[src/design/bus_master_regs.vh]
// Constants for the bus master controller that drives the memory slave
`ifndef BUS_MASTER_REGS_VH
`define BUS_MASTER_REGS_VH
`define CLK_PERIOD_NS 100
`define HALT_MIN_US 25
`define HALT_CYCLES ((`HALT_MIN_US * 1000 + `CLK_PERIOD_NS - 1) / `CLK_PERIOD_NS)
`define REFRESH_PERIOD_US 1600
`define REFRESH_CYCLES ((`REFRESH_PERIOD_US * 1000) / `CLK_PERIOD_NS)
`define REFRESH_ROWS 128
`define REPLY_TIMEOUT 16'h0040
`define ADDR_W 22
`define DATA_W 16
`endif

[src/design/cycle_timer.v]
// Down counter that flags expiry after a loaded number of cycles
`default_nettype none
module cycle_timer #(
	parameter W = 16
) (
	// Clock and control
	input wire clk_in,
	input wire sys_rst_in,
	input wire ce_in,
	input wire load_in,
	input wire [W-1:0] count_in,
	// Status
	output reg done_out
);
	reg [W-1:0] cnt_q;
	// Reloads on request, otherwise counts down to zero and holds
	always @(posedge clk_in) begin
		if (sys_rst_in) begin
			cnt_q <= {W{1'b0}};
			done_out <= 1'b0;
		end else if (ce_in) begin
			if (load_in) begin
				cnt_q <= count_in;
				done_out <= 1'b0;
			end else if (cnt_q != {W{1'b0}}) begin
				cnt_q <= cnt_q - {{(W-1){1'b0}}, 1'b1};
				done_out <= (cnt_q == {{(W-1){1'b0}}, 1'b1});
			end
		end
	end
endmodule // cycle_timer
`default_nettype wire

[src/design/bus_master_ctrl.v]
// Bus master controller: cycles, DMA arbitration, halt, refresh, interrupts
`include "bus_master_regs.vh"
`default_nettype none
module bus_master_ctrl #(
	parameter ADDR_W = `ADDR_W,
	parameter DATA_W = `DATA_W,
	parameter HALT_CYCLES = `HALT_CYCLES,
	parameter REFRESH_CYCLES = `REFRESH_CYCLES,
	parameter REFRESH_ROWS = `REFRESH_ROWS
) (
	// Clock, reset, enable
	input wire clk_in,
	input wire sys_rst_in,
	input wire ce_in,
	// User request port
	input wire req_valid_in,
	input wire req_write_in,
	input wire [ADDR_W-1:0] req_addr_in,
	input wire [DATA_W-1:0] req_wdata_in,
	output reg req_ready_out,
	output reg rsp_valid_out,
	output reg [DATA_W-1:0] rsp_rdata_out,
	output reg rsp_err_out,
	output reg rsp_timeout_out,
	// Status to user
	output reg halted_out,
	output reg irq5_out,
	output reg irq6_out,
	output reg dma_owner_out,
	// Bus strobes (active low lines, asserted = 1 here)
	output reg sync_strobe_out,
	output reg read_strobe_out,
	output reg write_strobe_out,
	output reg refresh_strobe_out,
	input wire reply_strobe_in,
	// Multiplexed address/data lines
	output reg [DATA_W-1:0] dal_out,
	output reg dal_oe_out,
	input wire [DATA_W-1:0] dal_in,
	output reg ext_addr_bit_a_out,
	output reg ext_addr_bit_a_oe_out,
	input wire ext_addr_bit_a_in,
	output reg ext_addr_bit_b_out,
	output reg ext_addr_bit_b_oe_out,
	// Arbitration and system lines
	input wire dma_request_line_in,
	output reg dma_grant_out,
	input wire select_acknowledge_in,
	input wire halt_request_in,
	input wire irq_level_five_n_in,
	input wire irq_level_six_n_in
);
	localparam S_IDLE = 3'd0;
	localparam S_ADDR = 3'd1;
	localparam S_DATA = 3'd2;
	localparam S_TERM = 3'd3;
	localparam S_GRANT = 3'd4;
	localparam S_DMA = 3'd5;

	reg [2:0] state_q;
	reg write_q;
	reg refresh_cycle_q;
	reg [DATA_W-1:0] wdata_q;
	reg [15:0] halt_cnt_q;
	reg [15:0] ref_cnt_q;
	reg [7:0] row_q;
	reg ref_due_q;
	wire tmo_done;
	wire tmo_load;

	// Bus is quiet when neither sync nor reply are asserted
	function quiet;
		input s;
		input r;
		quiet = ~s & ~r;
	endfunction

	// Reply timer restarts whenever a cycle is not waiting for reply
	assign tmo_load = (state_q != S_DATA);
	cycle_timer #(.W(16)) reply_timer (
		.clk_in(clk_in),
		.sys_rst_in(sys_rst_in),
		.ce_in(ce_in),
		.load_in(tmo_load),
		.count_in(`REPLY_TIMEOUT),
		.done_out(tmo_done)
	);

	// Halt must be held continuously for the minimum time
	always @(posedge clk_in) begin
		if (sys_rst_in) begin
			halt_cnt_q <= 16'h0000;
			halted_out <= 1'b0;
		end else if (ce_in) begin
			if (!halt_request_in) begin
				halt_cnt_q <= 16'h0000;
				halted_out <= 1'b0;
			end else if (halt_cnt_q >= HALT_CYCLES[15:0] - 16'h0001) begin
				halted_out <= 1'b1;
			end else begin
				halt_cnt_q <= halt_cnt_q + 16'h0001;
			end
		end
	end

	// Interrupts are active low and ignored while halted
	always @(posedge clk_in) begin
		if (sys_rst_in) begin
			irq5_out <= 1'b0;
			irq6_out <= 1'b0;
		end else if (ce_in) begin
			irq5_out <= ~irq_level_five_n_in & ~halted_out;
			irq6_out <= ~irq_level_six_n_in & ~halted_out;
		end
	end

	// Spread rows over the period so a full sweep lands every 1.6 ms
	always @(posedge clk_in) begin
		if (sys_rst_in) begin
			ref_cnt_q <= 16'h0000;
			ref_due_q <= 1'b0;
		end else if (ce_in) begin
			if (ref_cnt_q >= REFRESH_CYCLES[15:0] / REFRESH_ROWS[15:0]
					- 16'h0001) begin
				ref_cnt_q <= 16'h0000;
				ref_due_q <= 1'b1;
			end else begin
				ref_cnt_q <= ref_cnt_q + 16'h0001;
				// Consumed as the idle sequencer launches the refresh read
				if (state_q == S_IDLE && quiet(sync_strobe_out, reply_strobe_in))
					ref_due_q <= 1'b0;
			end
		end
	end

	// Main bus sequencer
	always @(posedge clk_in) begin
		if (sys_rst_in) begin
			state_q <= S_IDLE;
			write_q <= 1'b0;
			refresh_cycle_q <= 1'b0;
			wdata_q <= {DATA_W{1'b0}};
			row_q <= 8'h00;
			req_ready_out <= 1'b0;
			rsp_valid_out <= 1'b0;
			rsp_rdata_out <= {DATA_W{1'b0}};
			rsp_err_out <= 1'b0;
			rsp_timeout_out <= 1'b0;
			dma_owner_out <= 1'b0;
			sync_strobe_out <= 1'b0;
			read_strobe_out <= 1'b0;
			write_strobe_out <= 1'b0;
			refresh_strobe_out <= 1'b0;
			dal_out <= {DATA_W{1'b0}};
			dal_oe_out <= 1'b0;
			ext_addr_bit_a_out <= 1'b0;
			ext_addr_bit_a_oe_out <= 1'b0;
			ext_addr_bit_b_out <= 1'b0;
			ext_addr_bit_b_oe_out <= 1'b0;
			dma_grant_out <= 1'b0;
		end else if (ce_in) begin
			rsp_valid_out <= 1'b0;
			case (state_q)
			S_IDLE: begin
				req_ready_out <= 1'b0;
				if (!quiet(sync_strobe_out, reply_strobe_in)) begin
					state_q <= S_IDLE;
				end else if (ref_due_q) begin
					// Refresh read: strobes refresh with sync and read
					refresh_cycle_q <= 1'b1;
					write_q <= 1'b0;
					row_q <= row_q + 8'h01;
					refresh_strobe_out <= 1'b1;
					dal_out <= {{(DATA_W-8){1'b0}}, row_q};
					dal_oe_out <= 1'b1;
					state_q <= S_ADDR;
				end else if (dma_request_line_in) begin
					dma_grant_out <= 1'b1;
					state_q <= S_GRANT;
				end else if (req_valid_in && !halted_out) begin
					req_ready_out <= 1'b1;
					refresh_cycle_q <= 1'b0;
					write_q <= req_write_in;
					wdata_q <= req_wdata_in;
					// Address phase drives low bits plus both extended bits
					dal_out <= req_addr_in[DATA_W-1:0];
					dal_oe_out <= 1'b1;
					ext_addr_bit_a_out <= req_addr_in[16];
					ext_addr_bit_a_oe_out <= 1'b1;
					ext_addr_bit_b_out <= req_addr_in[17];
					ext_addr_bit_b_oe_out <= 1'b1;
					state_q <= S_ADDR;
				end
			end
			S_ADDR: begin
				// Address set up one cycle before sync latches it
				req_ready_out <= 1'b0;
				sync_strobe_out <= 1'b1;
				state_q <= S_DATA;
			end
			S_DATA: begin
				// Data time: bit a turns input, bit b enables error logic
				ext_addr_bit_a_oe_out <= 1'b0;
				ext_addr_bit_b_out <= ~refresh_cycle_q;
				ext_addr_bit_b_oe_out <= 1'b1;
				if (write_q) begin
					dal_out <= wdata_q;
					write_strobe_out <= 1'b1;
				end else begin
					dal_oe_out <= 1'b0;
					read_strobe_out <= 1'b1;
				end
				if (reply_strobe_in && (write_q || read_strobe_out)) begin
					// Refresh reads leave the last user response standing
					if (!refresh_cycle_q) begin
						rsp_rdata_out <= dal_in;
						rsp_err_out <= ext_addr_bit_a_in & ~write_q;
						rsp_timeout_out <= 1'b0;
					end
					rsp_valid_out <= ~refresh_cycle_q;
					read_strobe_out <= 1'b0;
					write_strobe_out <= 1'b0;
					state_q <= S_TERM;
				end else if (tmo_done) begin
					// No slave decoded the address, so nobody replies
					if (!refresh_cycle_q) begin
						rsp_err_out <= 1'b0;
						rsp_timeout_out <= 1'b1;
					end
					rsp_valid_out <= ~refresh_cycle_q;
					read_strobe_out <= 1'b0;
					write_strobe_out <= 1'b0;
					state_q <= S_TERM;
				end
			end
			S_TERM: begin
				// Release sync only after reply drops
				if (!reply_strobe_in) begin
					sync_strobe_out <= 1'b0;
					refresh_strobe_out <= 1'b0;
					dal_oe_out <= 1'b0;
					ext_addr_bit_a_oe_out <= 1'b0;
					ext_addr_bit_b_oe_out <= 1'b0;
					state_q <= S_IDLE;
				end
			end
			S_GRANT: begin
				if (select_acknowledge_in && !dma_request_line_in) begin
					dma_grant_out <= 1'b0;
					dma_owner_out <= 1'b1;
					state_q <= S_DMA;
				end else if (!dma_request_line_in) begin
					dma_grant_out <= 1'b0;
					state_q <= S_IDLE;
				end
			end
			S_DMA: begin
				if (!select_acknowledge_in) begin
					dma_owner_out <= 1'b0;
					state_q <= S_IDLE;
				end
			end
			default: state_q <= S_IDLE;
			endcase
		end
	end
endmodule // bus_master_ctrl
`default_nettype wire

[config.mk]
export PLATFORM = sky130hd
export DESIGN_NAME = bus_master_ctrl
export DESIGN_NICKNAME = d
export VERILOG_FILES = /design/src/design/cycle_timer.v /design/src/design/bus_master_ctrl.v
export VERILOG_INCLUDE_DIRS = /design/src /design/src/design
export SDC_FILE = /design/constraint.sdc
export NUM_CORES = 1
export LEC_CHECK = 0
export BUFFER_PORTS_ARGS = -buffer_cell sky130_fd_sc_hd__buf_2
export CORE_MARGIN = 10
export CORE_UTILIZATION = 49
export DETAILED_ROUTE_END_ITERATION = 8
export PLACE_DENSITY = 0.76
export SKIP_CTS_REPAIR_TIMING = 1
export SLEW_MARGIN = 10
export SYNTH_ARGS = -nofsm -noshare
export SYNTH_HDL_FRONTEND = slang
export SYNTH_SLANG_ARGS = --single-unit
[constraint.sdc]
create_clock -name clk_in -period 1.6 [get_ports clk_in]
set_input_delay 0.32 -clock clk_in [delete_from_list [all_inputs] [get_ports clk_in]]
set_output_delay 0.32 -clock clk_in [all_outputs]
set_load 0.03 [all_outputs]
=== After elaboration in Yosys (flattened, before gate mapping) ===
Index checks and enable logic that the tools add are counted.
W data, S select, Z words.

* Register bits after elaboration: 129
* Latch bits: 0
* Memory bits (writable): 0
* Memory bits (read-only): 0
* Input port bits: 66
* Memories: 0

* Add/subtract/negate cells: 4
* $mul: 0
* Div/mod/pow operators: 0
* $lt $le $gt $ge: 2
* Equality and inequality tests: 29
* Shift-type cells: 0
* Muxes and demuxes: 84
* Bitwise operators: 13
* Reductions and logical operators: 42

{| class="wikitable"
|+ Operators by type and width
! operator !! count
|-
| $mux W16 || 10
|-
| $mux W1 || 53
|-
| $add A16 B1 Y16 const B || 2
|-
| $pmux W16 S2 || 1
|-
| $mux W3 || 10
|-
| $reduce_and A6 Y1 || 5
|-
| $ne A2 B2 Y1 const B || 12
|-
| $reduce_bool A2 Y1 || 10
|-
| $pmux W3 S6 || 1
|-
| $eq A16 B1 Y1 const B || 1
|-
| $ge A16 B7 Y1 const B || 1
|-
| $ge A16 B8 Y1 const B || 1
|-
| $reduce_bool A16 Y1 || 1
|-
| $sub A16 B1 Y16 const B || 1
|-
| $reduce_and A5 Y1 || 3
|-
| $reduce_and A7 Y1 || 2
|-
| $pmux W1 S2 || 6
|-
| $reduce_and A4 Y1 || 3
|-
| $reduce_and A2 Y1 || 5
|-
| $ne A3 B2 Y1 const B || 3
|-
| $not A1 Y1 || 9
|-
| $pmux W1 S3 || 3
|-
| $reduce_and A3 Y1 || 3
|-
| $add A8 B1 Y8 const B || 1
|-
| 13 further kinds || 27
|}

=== Logic depth before layout (Yosys ltp) ===
Gate-level depths: netlist of run 1.

* Depth in word-level cells: 7
* Gate-level depth with buffers: 8
* Gate-level depth less buffers: 7

=== Modules after synthesis ===
From an unflattened synthesis of run 1, not the netlist that was laid out.

* Cells, all modules: 719
* Area total of the unflattened synthesis: 6,099.6 um^2

{| class="wikitable"
|+ Modules (own cells, without submodules)
! module !! times used !! cells an instance !! area an instance (um^2) !! sequential area each (um^2)
|-
| bus_master_ctrl || 1 || 563 || 4,854.7 || 2,242.2
|-
| cycle_timer || 1 || 156 || 1,244.9 || 340.3
|}

=== Worst setup path after synthesis of run 1 ===
No wires, ideal clock.

* Path kind: register to register
* From: register halted_out
* To: register wdata_q[2]
* Arrival: 1.735 ns
* Data required time: 1.468 ns
* Path slack: -0.267 ns
* Stages on the path, launching flop included: 8
* Path buffers: 3
* Cell sequence: dfxtp_1 -> or3b_1 -> buf_2 -> or3_1 -> buf_2 -> buf_2 -> nand2_1 -> a21oi_1

* Word-level cells in the longest chain between the ends: 3

{| class="wikitable"
|+ Ends and longest elaborated chain
! item !! line !! RTL
|-
| start: declaration || bus_master_ctrl.v:26 || <nowiki>output reg halted_out,</nowiki>
|-
| start signal: assignment || bus_master_ctrl.v:93 || <nowiki>halted_out <= 1'b0;</nowiki>
|-
| start signal: assignment || bus_master_ctrl.v:97 || <nowiki>halted_out <= 1'b0;</nowiki>
|-
| start signal: assignment || bus_master_ctrl.v:99 || <nowiki>halted_out <= 1'b1;</nowiki>
|-
| $logic_not A1 Y1 || bus_master_ctrl.v:180 || <nowiki>end else if (req_valid_in && !halted_out) begin</nowiki>
|-
| $logic_and A1 B1 Y1 || bus_master_ctrl.v:180 ||
|-
| $reduce_and A6 Y1 (no source line) || -- ||
|-
| end signal: assignment || bus_master_ctrl.v:142 || <nowiki>wdata_q <= {DATA_W{1'b0}};</nowiki>
|-
| end signal: assignment || bus_master_ctrl.v:184 || <nowiki>wdata_q <= req_wdata_in;</nowiki>
|-
| end: declaration || bus_master_ctrl.v:63 || <nowiki>reg [DATA_W-1:0] wdata_q;</nowiki>
|}

Every way passes these cells.
A chain may end at the register's enable or synchronous reset.

=== Worst setup path in the final report of run 1 ===
* From: register reply_timer.cnt_q[2]
* To: register reply_timer.cnt_q[7]

* Word-level cells in the longest chain between the ends: 3
* Elaborated cells between the ends (all ways): 6

{| class="wikitable"
|+ Ends and longest elaborated chain
! item !! line !! RTL
|-
| start: declaration || cycle_timer.v:15 || <nowiki>reg [W-1:0] cnt_q;</nowiki>
|-
| start signal: assignment || cycle_timer.v:19 || <nowiki>cnt_q <= {W{1'b0}};</nowiki>
|-
| start signal: assignment || cycle_timer.v:23 || <nowiki>cnt_q <= count_in;</nowiki>
|-
| start signal: assignment || cycle_timer.v:26 || <nowiki>cnt_q <= cnt_q - {{(W-1){1'b0}}, 1'b1};</nowiki>
|-
| $sub A16 B1 Y16 / $reduce_bool A16 Y1 (equally long branches) || cycle_timer.v:26, cycle_timer.v:25 ||
|-
| $mux W16 / $reduce_bool A2 Y1 (equally long branches) || -- ||
|-
| $mux W16 / $reduce_and A2 Y1 (equally long branches) || -- ||
|}

Several ways; a longest one is shown, not always the timed one. The select of a mux whose other input is x is not followed.

==> tab_implementation.tex, run 1 <==
\begin{tabular}{lr}
\hline
Metric & Value \\
\hline
\multicolumn{2}{l}{\textbf{Global route}} \\
\quad Vias in the first global route & between 5000 and 6000 \\
\quad Global-route congestion overflow total & 0 \\
\quad Initial antenna violation count & 0 \\
\quad Maximum number of pins on one net before global-route repair & 52 \\
\quad Global-route wire length before repair & 26080 um \\
\quad Gr usage total & roughly a fifth \\
\multicolumn{2}{l}{\textbf{Critical path}} \\
\quad Highest fanout seen on the critical path & 2 \\
\quad Endpoint required time on the critical path & 1.96 ns \\
\quad Critical register-to-register path endpoint & reply\_timer.cnt\_q[7]\$\_SDFFE\_PP0P\_ \\
\quad Critical path endpoint category & flip-flop \\
\quad Critical path's largest stage delay & 0.42 ns \\
\quad Sequence of cells on the critical path & or3\_4 > or2\_1 > or3\_1 > or4\_1 > nand2\_1 \\
\quad CP max-delay cell & sky130\_fd\_sc\_hd\_\_or4\_1 \\
\quad Kind of start point of the critical path & flip-flop \\
\quad Worst reg2reg path startpoint & reply\_timer.cnt\_q[2]\$\_SDFFE\_PP0P\_ \\
\quad R2R Setup Slk & -0.23 ns \\
\quad Data arrival, critical path & roughly 2.2 ns \\
\quad Depth of the worst register-to-register path & 5 \\
\quad Crit path kind & reg -> reg \\
\multicolumn{2}{l}{\textbf{Pwr}} \\
\quad Peak supply drop & $\sim$1400 uV \\
\quad Clock power frac & 43.6\% \\
\quad Switching part of the total & about 27\% \\
\quad Combinational share of power & roughly a fifth \\
\quad Sequential share of power & 36.6\% \\
\quad Net switching power & between 2 and 3 mW \\
\quad Internal Dissipation & 6.886 mW \\
\quad Leakage & approximately 3.7 nW \\
\quad Power density over the cells & 1064 mW/mm\^{}2 \\
\multicolumn{2}{l}{\textbf{CTS}} \\
\quad Clock slew seen by the registers of the worst setup and hold paths & 0.06 ns \\
\quad Number of levels in the clock H-tree & 4 \\
\quad TritonCTS clock tree & done \\
\quad Number of buffers created by CTS & 17 \\
\quad Clock sink total & 129 \\
\quad Clock latency of the later-clocked register in the worst-skew pair & $\sim$0.42 ns \\
\quad Longest Clk Path Bufs & 2 \\
\quad Clock tree root driver cell & sky130\_fd\_sc\_hd\_\_clkbuf\_16 \\
\multicolumn{2}{l}{\textbf{STA}} \\
\quad Max-Slew Margin vs Limit & approximately three quarters \\
\quad Achievable frequency & $\sim$550 MHz \\
\quad Count of pins over their slew limit & 0 \\
\quad \# setup viols final & between 90 and 100 \\
\quad Number of endpoints with negative hold slack in the final report & 0 \\
\quad Tightest hold margin & around 0.14 ns \\
\quad Tcrit/Tclk final & 114.1\% \\
\quad Worst Slack Setup Final & -0.2251 ns \\
\quad RSZ-0062 raised after global routing & true \\
\quad Min Clock Period, post-route & 1.825 ns \\
\quad Slew at the pin closest to its max-slew limit & 0.3940 ns \\
\quad Largest clock skew in the final design & 0.007307 ns \\
\multicolumn{2}{l}{\textbf{Final layout}} \\
\quad Multi-input gate area in the final layout & $\sim$0.0037 sq mm \\
\quad Ant diodes & 0 \\
\quad Number of non-filler instances in the completed layout & 1056 \\
\quad Area used by sequential logic in the layout & 0.002610 sq mm \\
\quad Final net count & 975 \\
\quad Area delta synth->final & 55.38\% \\
\quad Share of cells above drive strength 1 & 47.86\% \\
\quad Final core occ & 77.57\% \\
\quad Number of fill cells in the layout & 691 \\
\multicolumn{2}{l}{\textbf{Outcome}} \\
\quad Violations in the final reports & setup timing \\
\quad Result of the run & finished, violations left \\
\multicolumn{2}{l}{\textbf{Routing}} \\
\quad Aggregate routed wire length & 20140 um \\
\quad DR iter-0 viols & 456 \\
\quad Vias after detailed routing & 6102 \\
\quad Detailed Routing Iterations Pass 1 & 6 \\
\quad Via density per instance & 5.778 \\
\quad DR WL/cell & 19.08 um \\
\quad Number of nets still failing antenna checks after routing & 0 \\
\quad Remaining DRCs & 0 \\
\multicolumn{2}{l}{\textbf{Logic synthesis}} \\
\quad Post-Syn Area & 0.005700 sq mm \\
\quad Average cell area after synthesis & 8.322 sq um \\
\quad Seq cells post-synth & $\sim$130 \\
\quad Number of enable flip-flop cells after synthesis & 0 \\
\quad Number of instances in the synthesized netlist & between 600 and 700 \\
\quad Library cells used by synthesis & 64 \\
\quad Syn\_nets & 759 \\
\quad Seq/Total Area, Yosys & 45.30\% \\
\quad Yosys synthesis warning count & 0 \\
\quad Most frequently used flop master after synthesis & sky130\_fd\_sc\_hd\_\_dfxtp\_1 \\
\quad Fraction of registers with async set/reset & 0\% \\
\multicolumn{2}{l}{\textbf{Floorplan}} \\
\quad Core area & 0.01142 sq mm \\
\quad Chip Width & roughly 130 um \\
\quad IO Count & about 120 \\
\quad Y dimension of the die & 127.9 um \\
\quad Placement row count & 39 \\
\quad Initial cell density of the core & 49.92\% \\
\quad Die area & 0.01635 sq mm \\
\multicolumn{2}{l}{\textbf{Min path}} \\
\quad Min-delay src & req\_wdata\_in[11] \\
\quad Hold Path Depth & 3 \\
\quad Class of the tightest hold or removal check & in -> reg \\
\quad Hold EP & wdata\_q[11]\$\_SDFFE\_PP0P\_ \\
\multicolumn{2}{l}{\textbf{Placed design}} \\
\quad Final estimated routing congestion in global placement & 0.9115 \\
\quad Port bufs & around 110 \\
\quad HPWL after DPL & 11820 um \\
\quad Cell count after placement & $\sim$1000 \\
\quad Pre-CTS setup slack & -0.2504 ns \\
\multicolumn{2}{l}{\textbf{Flow run}} \\
\quad Number of maximum-capacitance violations & 0 \\
\hline
\end{tabular}
## kinds of logic (layout without fill, tap and decap cells)
logic type,count (synthesis),after routing,synth area share (%)
buffers and inverters,51,278,3.951
adder cells (fa/ha/maj),8,8,1.756
flip-flops,129,129,45.30
AO/OA/AOI/OAI,134,135,14.53
XOR/XNOR,33,33,5.070
multiplexers,18,18,3.183
AND/OR/NAND/NOR,312,312,26.21
## cells in the mapped netlist (all sizes together) (6+ instances only)
library cell / n / area, sq um
buf: 16 / 93.84
nand4: 7 / 43.79
nand3: 18 / 90.09
ha: 8 / 100.1
mux2i: 17 / 170.2
a211oi: 9 / 67.56
nand2: 108 / 405.4
nor3: 23 / 130.1
a21oi: 64 / 320.3
o21ai: 20 / 103.9
dfxtp: 129 / 2582
clkbuf: 20 / 75.07
xor2: 19 / 166.4
nor2: 81 / 304.0
inv: 15 / 56.30
a22oi: 6 / 45.04
or3: 11 / 73.82
and3: 15 / 93.84
nor4: 11 / 75.07
xnor2: 14 / 122.6
and2: 11 / 68.82
## cell type report
cell class / instances / area share (%)
clock buffers: 22 / 5.255
clock inverters: 9 / 1.752
inverters: 15 / 0.6357
multi-input cells: 506 / 42.11
flip-flops and latches: 129 / 29.47
well taps: 143 / 2.020
repair buffers: 232 / 18.76
## worst max path at each step
| stage | from | end | slack, ns | cells after the start |
|---|---|---|---|---|
| global route | state_q[1]$_SDFFE_PP0P_ | reply_timer.cnt_q[9]$_SDFFE_PP0P_ | -0.28 | 7 |
| global placement | dma_request_line_in | dal_out[6]$_SDFFE_PP0P_ | -0.19 | 7 |
| finish | reply_timer.cnt_q[2]$_SDFFE_PP0P_ | reply_timer.cnt_q[7]$_SDFFE_PP0P_ | -0.23 | 5 |
| CTS | ref_cnt_q[13]$_SDFFE_PP0P_ | ref_cnt_q[2]$_SDFFE_PP0P_ | -0.29 | 5 |
| floorplan | reply_timer.cnt_q[2]$_SDFFE_PP0P_ | reply_timer.cnt_q[7]$_SDFFE_PP0P_ | -0.14 | 5 |
| detailed placement | dma_request_line_in | dal_out[0]$_SDFFE_PP0P_ | -0.25 | 7 |
## placed cells by master, fill, tap and decap left out, types with 5 or more instances in the layout
cell type                   synthesis  layout
sky130_fd_sc_hd__a211oi_2           0       9
sky130_fd_sc_hd__a21oi_1           64      24
sky130_fd_sc_hd__a21oi_2            0      40
sky130_fd_sc_hd__a31oi_1            5       5
sky130_fd_sc_hd__and2_1            11      11
sky130_fd_sc_hd__and3_1            15      15
sky130_fd_sc_hd__buf_12             0       5
sky130_fd_sc_hd__buf_2              9     111
sky130_fd_sc_hd__buf_4              4      93
sky130_fd_sc_hd__buf_6              1      18
sky130_fd_sc_hd__clkbuf_16          0      21
sky130_fd_sc_hd__dfxtp_1          129     115
sky130_fd_sc_hd__dfxtp_2            0      10
sky130_fd_sc_hd__ha_1               8       5
sky130_fd_sc_hd__inv_1             15      14
sky130_fd_sc_hd__mux2i_1           17      17
sky130_fd_sc_hd__nand2_1          108      74
sky130_fd_sc_hd__nand2_2            0      12
sky130_fd_sc_hd__nand2_4            0      22
sky130_fd_sc_hd__nand2b_1           5       5
sky130_fd_sc_hd__nand3_1           18      15
sky130_fd_sc_hd__nand4_1            7       7
sky130_fd_sc_hd__nor2_1            81      68
sky130_fd_sc_hd__nor2_2             0       8
sky130_fd_sc_hd__nor2_4             0       5
sky130_fd_sc_hd__nor3_1            20       8
sky130_fd_sc_hd__nor3_2             3       8
sky130_fd_sc_hd__nor3_4             0       7
sky130_fd_sc_hd__nor4_4             0       6
sky130_fd_sc_hd__o211ai_1           5       5
sky130_fd_sc_hd__o21ai_0           18      14
sky130_fd_sc_hd__or3_4              1       7
sky130_fd_sc_hd__xnor2_1           14      14
sky130_fd_sc_hd__xor2_1            19      19
## power groups by stage
stage	clock [mW]	sequential, mW	combinational, mW
global placement	0	3.48	1.36
finish	4.11	3.45	1.86
global route	4.28	3.46	1.98
CTS	4.11	3.42	1.40
floorplan	0	3.59	0.707
detailed placement	0	3.49	1.39
## sequential cells by signal (all words and copies together), names as in the netlist, 3 cells and up
| name | cells |
|---|---|
| row_q | 8 |
| halt_cnt_q | 16 |
| wdata_q | 16 |
| rsp_rdata_out | 16 |
| ref_cnt_q | 16 |
| state_q | 3 |
| reply_timer.cnt_q | 16 |
| dal_out | 16 |
## layer usage
metal	track usage [%]	share of wire, %
met1	21.73	39
met3	7.568	7.2
met2	32.59	51
met4	5.166	3.1
met5	0	0
## worst max-delay path, delay by kind of cell (launching register included)
kind	cells	cell delay [ns]
flops	1	0.33
simple gates	5	1.43
## per-stage QoR
stage	TNS, ns	area [sq um]	total power [mW]
5_1_grt	-15.11	8857	9.720
2_1_floorplan	-2.450	5833	4.299
6_report	-8.788	8857	9.425
4_1_cts	-12.85	7716	8.937
3_5_place_dp	-13.27	7096	4.880
3_3_place_gp	-9.821	7096	4.842
Power figures use the tool's default switching activity.
==> run 2: changes to the inputs <==
--- a/config.mk
+++ b/config.mk
@@ -12,6 +12,7 @@
 export DETAILED_ROUTE_END_ITERATION = 8
 export PLACE_DENSITY = 0.76
 export SKIP_CTS_REPAIR_TIMING = 1
+export SKIP_LAST_GASP = 1
 export SLEW_MARGIN = 10
 export SYNTH_ARGS = -nofsm -noshare
 export SYNTH_HDL_FRONTEND = slang
==> run 2 against run 1 <==
  * The run still ends with setup timing left
  * Combinational power hardly changed
  * Clock-buffer cell count did not move
  * Hold slack improved by 0.0045 ns
  * Sequential power hardly changed
  * Clock skew rose by 0.0025 ns
  * Register-to-register slack hardly changed
  * Worst setup slack got worse by 0.012 ns
  * Utilization decreased by 0.37 points
  * Critical path type unchanged
  * Critical endpoint is now reply_timer.cnt_q[9]$_SDFFE_PP0P_
==> tab_implementation.tex, run 2 (synthesized netlist as in run 1, its figures left out) <==
\begin{tabular}{lr}
\hline
Metric & Value \\
\hline
\multicolumn{2}{l}{\textbf{Outcome}} \\
\quad Result of the run & finished, violations left \\
\quad Violations in the final reports & setup timing \\
\multicolumn{2}{l}{\textbf{Flow run}} \\
\quad Number of maximum-capacitance violations & 0 (unchanged) \\
\multicolumn{2}{l}{\textbf{Floorplan}} \\
\quad Y dimension of the die & 127.9 um (unchanged) \\
\quad IO Count & 116 (unchanged) \\
\quad Initial cell density of the core & 49.92\% (unchanged) \\
\quad Core area & 0.01142 sq mm (unchanged) \\
\quad Chip Width & 127.9 um (unchanged) \\
\quad Placement row count & 39 (unchanged) \\
\quad Die area & 0.01635 sq mm (unchanged) \\
\multicolumn{2}{l}{\textbf{CTS}} \\
\quad Clock tree root driver cell & sky130\_fd\_sc\_hd\_\_clkbuf\_16 \\
\quad Longest Clk Path Bufs & 2 (unchanged) \\
\quad Clock latency of the later-clocked register in the worst-skew pair & 0.42 ns (about the same) \\
\quad Number of buffers created by CTS & 17 (unchanged) \\
\quad Clock slew seen by the registers of the worst setup and hold paths & 0.06 ns (about the same) \\
\quad TritonCTS clock tree & done \\
\quad Number of levels in the clock H-tree & 4 (unchanged) \\
\quad Clock sink total & 129 (unchanged) \\
\multicolumn{2}{l}{\textbf{Global route}} \\
\quad Global-route wire length before repair & 26080 um (unchanged) \\
\quad Vias in the first global route & 5627 (unchanged) \\
\quad Global-route congestion overflow total & 0 (unchanged) \\
\quad Gr usage total & 19.13\% (unchanged) \\
\quad Initial antenna violation count & 0 (unchanged) \\
\quad Maximum number of pins on one net before global-route repair & 52 (unchanged) \\
\multicolumn{2}{l}{\textbf{Pwr}} \\
\quad Leakage & 3.655 nW (-0.29\%) \\
\quad Final Total Pwr & 9.427 mW (about the same) \\
\quad Power density over the cells & 1069 mW/mm\^{}2 (+0.51\%) \\
\quad Peak supply drop & 1407 uV (-0.96\%) \\
\multicolumn{2}{l}{\textbf{Critical path}} \\
\quad Worst reg2reg path startpoint & state\_q[1]\$\_SDFFE\_PP0P\_ \\
\quad Highest fanout seen on the critical path & 6 (+4) \\
\quad Data arrival, critical path & 2.18 ns (about the same) \\
\quad Endpoint required time on the critical path & 1.94 ns (-0.02 ns) \\
\quad Critical register-to-register path endpoint & reply\_timer.cnt\_q[9]\$\_SDFFE\_PP0P\_ \\
\quad CP max-delay cell & sky130\_fd\_sc\_hd\_\_dfxtp\_4 \\
\quad Crit path kind & reg -> reg \\
\quad Critical path endpoint category & flip-flop \\
\quad Crit-path leading delay family & compound AO/OA/AOI/OAI gates \\
\quad Depth of the worst register-to-register path & 7 (+2) \\
\quad Buffers \& Inverters on Critical Path & 2 (+2) \\
\quad R2R Setup Slk & -0.24 ns (about the same) \\
\quad Most common cell type on the critical path & sky130\_fd\_sc\_hd\_\_buf\_4 \\
\quad Sequence of cells on the critical path & nor3b\_4 > buf\_4 > nand3\_4 > o21ai\_4 > buf\_4 > o21ai\_0 > a21oi\_1 \\
\quad Kind of start point of the critical path & flip-flop \\
\quad Critical path's largest stage delay & 0.40 ns (-0.02 ns) \\
\multicolumn{2}{l}{\textbf{STA}} \\
\quad Slew at the pin closest to its max-slew limit & 0.5145 ns (+0.1205 ns) \\
\quad Tcrit/Tclk final & 114.8\% (+0.75 points) \\
\quad Count of pins over their slew limit & 0 (unchanged) \\
\quad RSZ-0062 raised after global routing & true \\
\quad Largest clock skew in the final design & 0.009843 ns (+0.002536 ns) \\
\quad Achievable frequency & 544.3 MHz (-0.65\%) \\
\quad Min Clock Period, post-route & 1.837 ns (+0.01201 ns) \\
\quad Number of endpoints with negative hold slack in the final report & 0 (unchanged) \\
\quad Max-Slew Margin vs Limit & 65.70\% (-7.9 points) \\
\quad \# setup viols final & 98 (+7.7\%) \\
\quad Total negative slack & -8.342 ns (+0.4465 ns) \\
\quad Tightest hold margin & 0.1443 ns (+0.004460 ns) \\
\quad Worst Slack Setup Final & -0.2371 ns (-0.01201 ns) \\
\multicolumn{2}{l}{\textbf{Routing}} \\
\quad Remaining DRCs & 0 (unchanged) \\
\quad DR WL/cell & 18.95 um (-0.64\%) \\
\quad DR iter-0 viols & 450 (-1.3\%) \\
\quad Via density per instance & 5.795 (+0.28\%) \\
\quad Number of nets still failing antenna checks after routing & 0 (unchanged) \\
\quad Vias after detailed routing & 6119 (+0.28\%) \\
\quad Detailed Routing Iterations Pass 1 & 6 (unchanged) \\
\quad Aggregate routed wire length & 20020 um (-0.64\%) \\
\multicolumn{2}{l}{\textbf{Final layout}} \\
\quad Ant diodes & 0 (unchanged) \\
\quad Area delta synth->final & 54.63\% \\
\quad Number of non-filler instances in the completed layout & 1056 (unchanged) \\
\quad Final net count & 975 (unchanged) \\
\quad Most used cells in the layout excluding fill and tap cells & 115 x sky130\_fd\_sc\_hd\_\_dfxtp\_1, 111 x sky130\_fd\_sc\_hd\_\_buf\_2, 93 x sky130\_fd\_sc\_hd\_\_buf\_4, 78 x sky130\_fd\_sc\_hd\_\_nand2\_1, 70 x sky130\_fd\_sc\_hd\_\_nor2\_1 \\
\quad Commonest non-fill, non-tap cell in the layout & sky130\_fd\_sc\_hd\_\_dfxtp\_1 \\
\quad Number of fill cells in the layout & 680 (-1.6\%) \\
\quad Share of cells above drive strength 1 & 46.55\% (-1.3 points) \\
\multicolumn{2}{l}{\textbf{Placed design}} \\
\quad HPWL after DPL & 11820 um (unchanged) \\
\quad Cell count after placement & 999 (unchanged) \\
\quad Final estimated routing congestion in global placement & 0.9115 (unchanged) \\
\quad Port bufs & 111 (unchanged) \\
\multicolumn{2}{l}{\textbf{Min path}} \\
\quad Hold EP & wdata\_q[11]\$\_SDFFE\_PP0P\_ \\
\quad Class of the tightest hold or removal check & in -> reg \\
\quad Hold Path Depth & 3 (unchanged) \\
\quad Min-delay src & req\_wdata\_in[11] \\
\hline
\end{tabular}
-- run 2: cell counts in the layout (fill, tap and decap cells not counted) --
Identical to the previous run, type by type.
-- run 2: report_power, final --
group / internal, mW / total, mW / switching [mW]
sequential: 3.34 / 3.45 / 0.115
combinational: 0.857 / 1.86 / 1.00
clock: 2.69 / 4.11 / 1.42
total: 6.88 / 9.43 / 2.54
-- run 2: metrics by stage --
stage	setup WS, ns	utilization, %	area [sq um]
after global placement	-0.1928	62.14	7096
after CTS	-0.2897	67.58	7716
after detailed placement	-0.2504	62.14	7096
after global routing	-0.3098	77.20	8815
final	-0.2371	77.20	8815
after floorplan	-0.1409	-	5833
-- run 2: tightest hold or removal path, delay by kind of cell --
family	cells	cell delay (ns)
AO/OA/AOI/OAI	1	0.04
AND/OR/NAND/NOR	1	0.05
buffers and inverters	1	0.10
-- run 2: metal layers --
layer  up-vias  track usage [%]  routed length [um]
li1       2818                -                   -
met1      2974            21.73                7794
met2       266            32.59               10150
met3        61            7.568                1528
met4         0            5.166                 546
met5         -                0                   0
-- run 2: worst max-delay path by stage --
stage	start	end	slack (ns)	cells past startpoint
after floorplan	reply_timer.cnt_q[2]$_SDFFE_PP0P_	reply_timer.cnt_q[7]$_SDFFE_PP0P_	-0.14	5
after global placement	dma_request_line_in	dal_out[6]$_SDFFE_PP0P_	-0.19	7
after detailed placement	dma_request_line_in	dal_out[0]$_SDFFE_PP0P_	-0.25	7
after CTS	ref_cnt_q[13]$_SDFFE_PP0P_	ref_cnt_q[2]$_SDFFE_PP0P_	-0.29	5
after global routing	state_q[1]$_SDFFE_PP0P_	reply_timer.cnt_q[9]$_SDFFE_PP0P_	-0.31	7
final	state_q[1]$_SDFFE_PP0P_	reply_timer.cnt_q[9]$_SDFFE_PP0P_	-0.24	7
-- run 2: cell type report --
type / instances / area (sq um) / area share [%]
well taps: 143 / 178.9 / 2.030
multi-input cells: 506 / 3687 / 41.83
clock buffers: 22 / 465.4 / 5.280
inverters: 15 / 56.30 / 0.6388
clock inverters: 9 / 155.1 / 1.760
flip-flops and latches: 129 / 2610 / 29.61
repair buffers: 232 / 1662 / 18.85
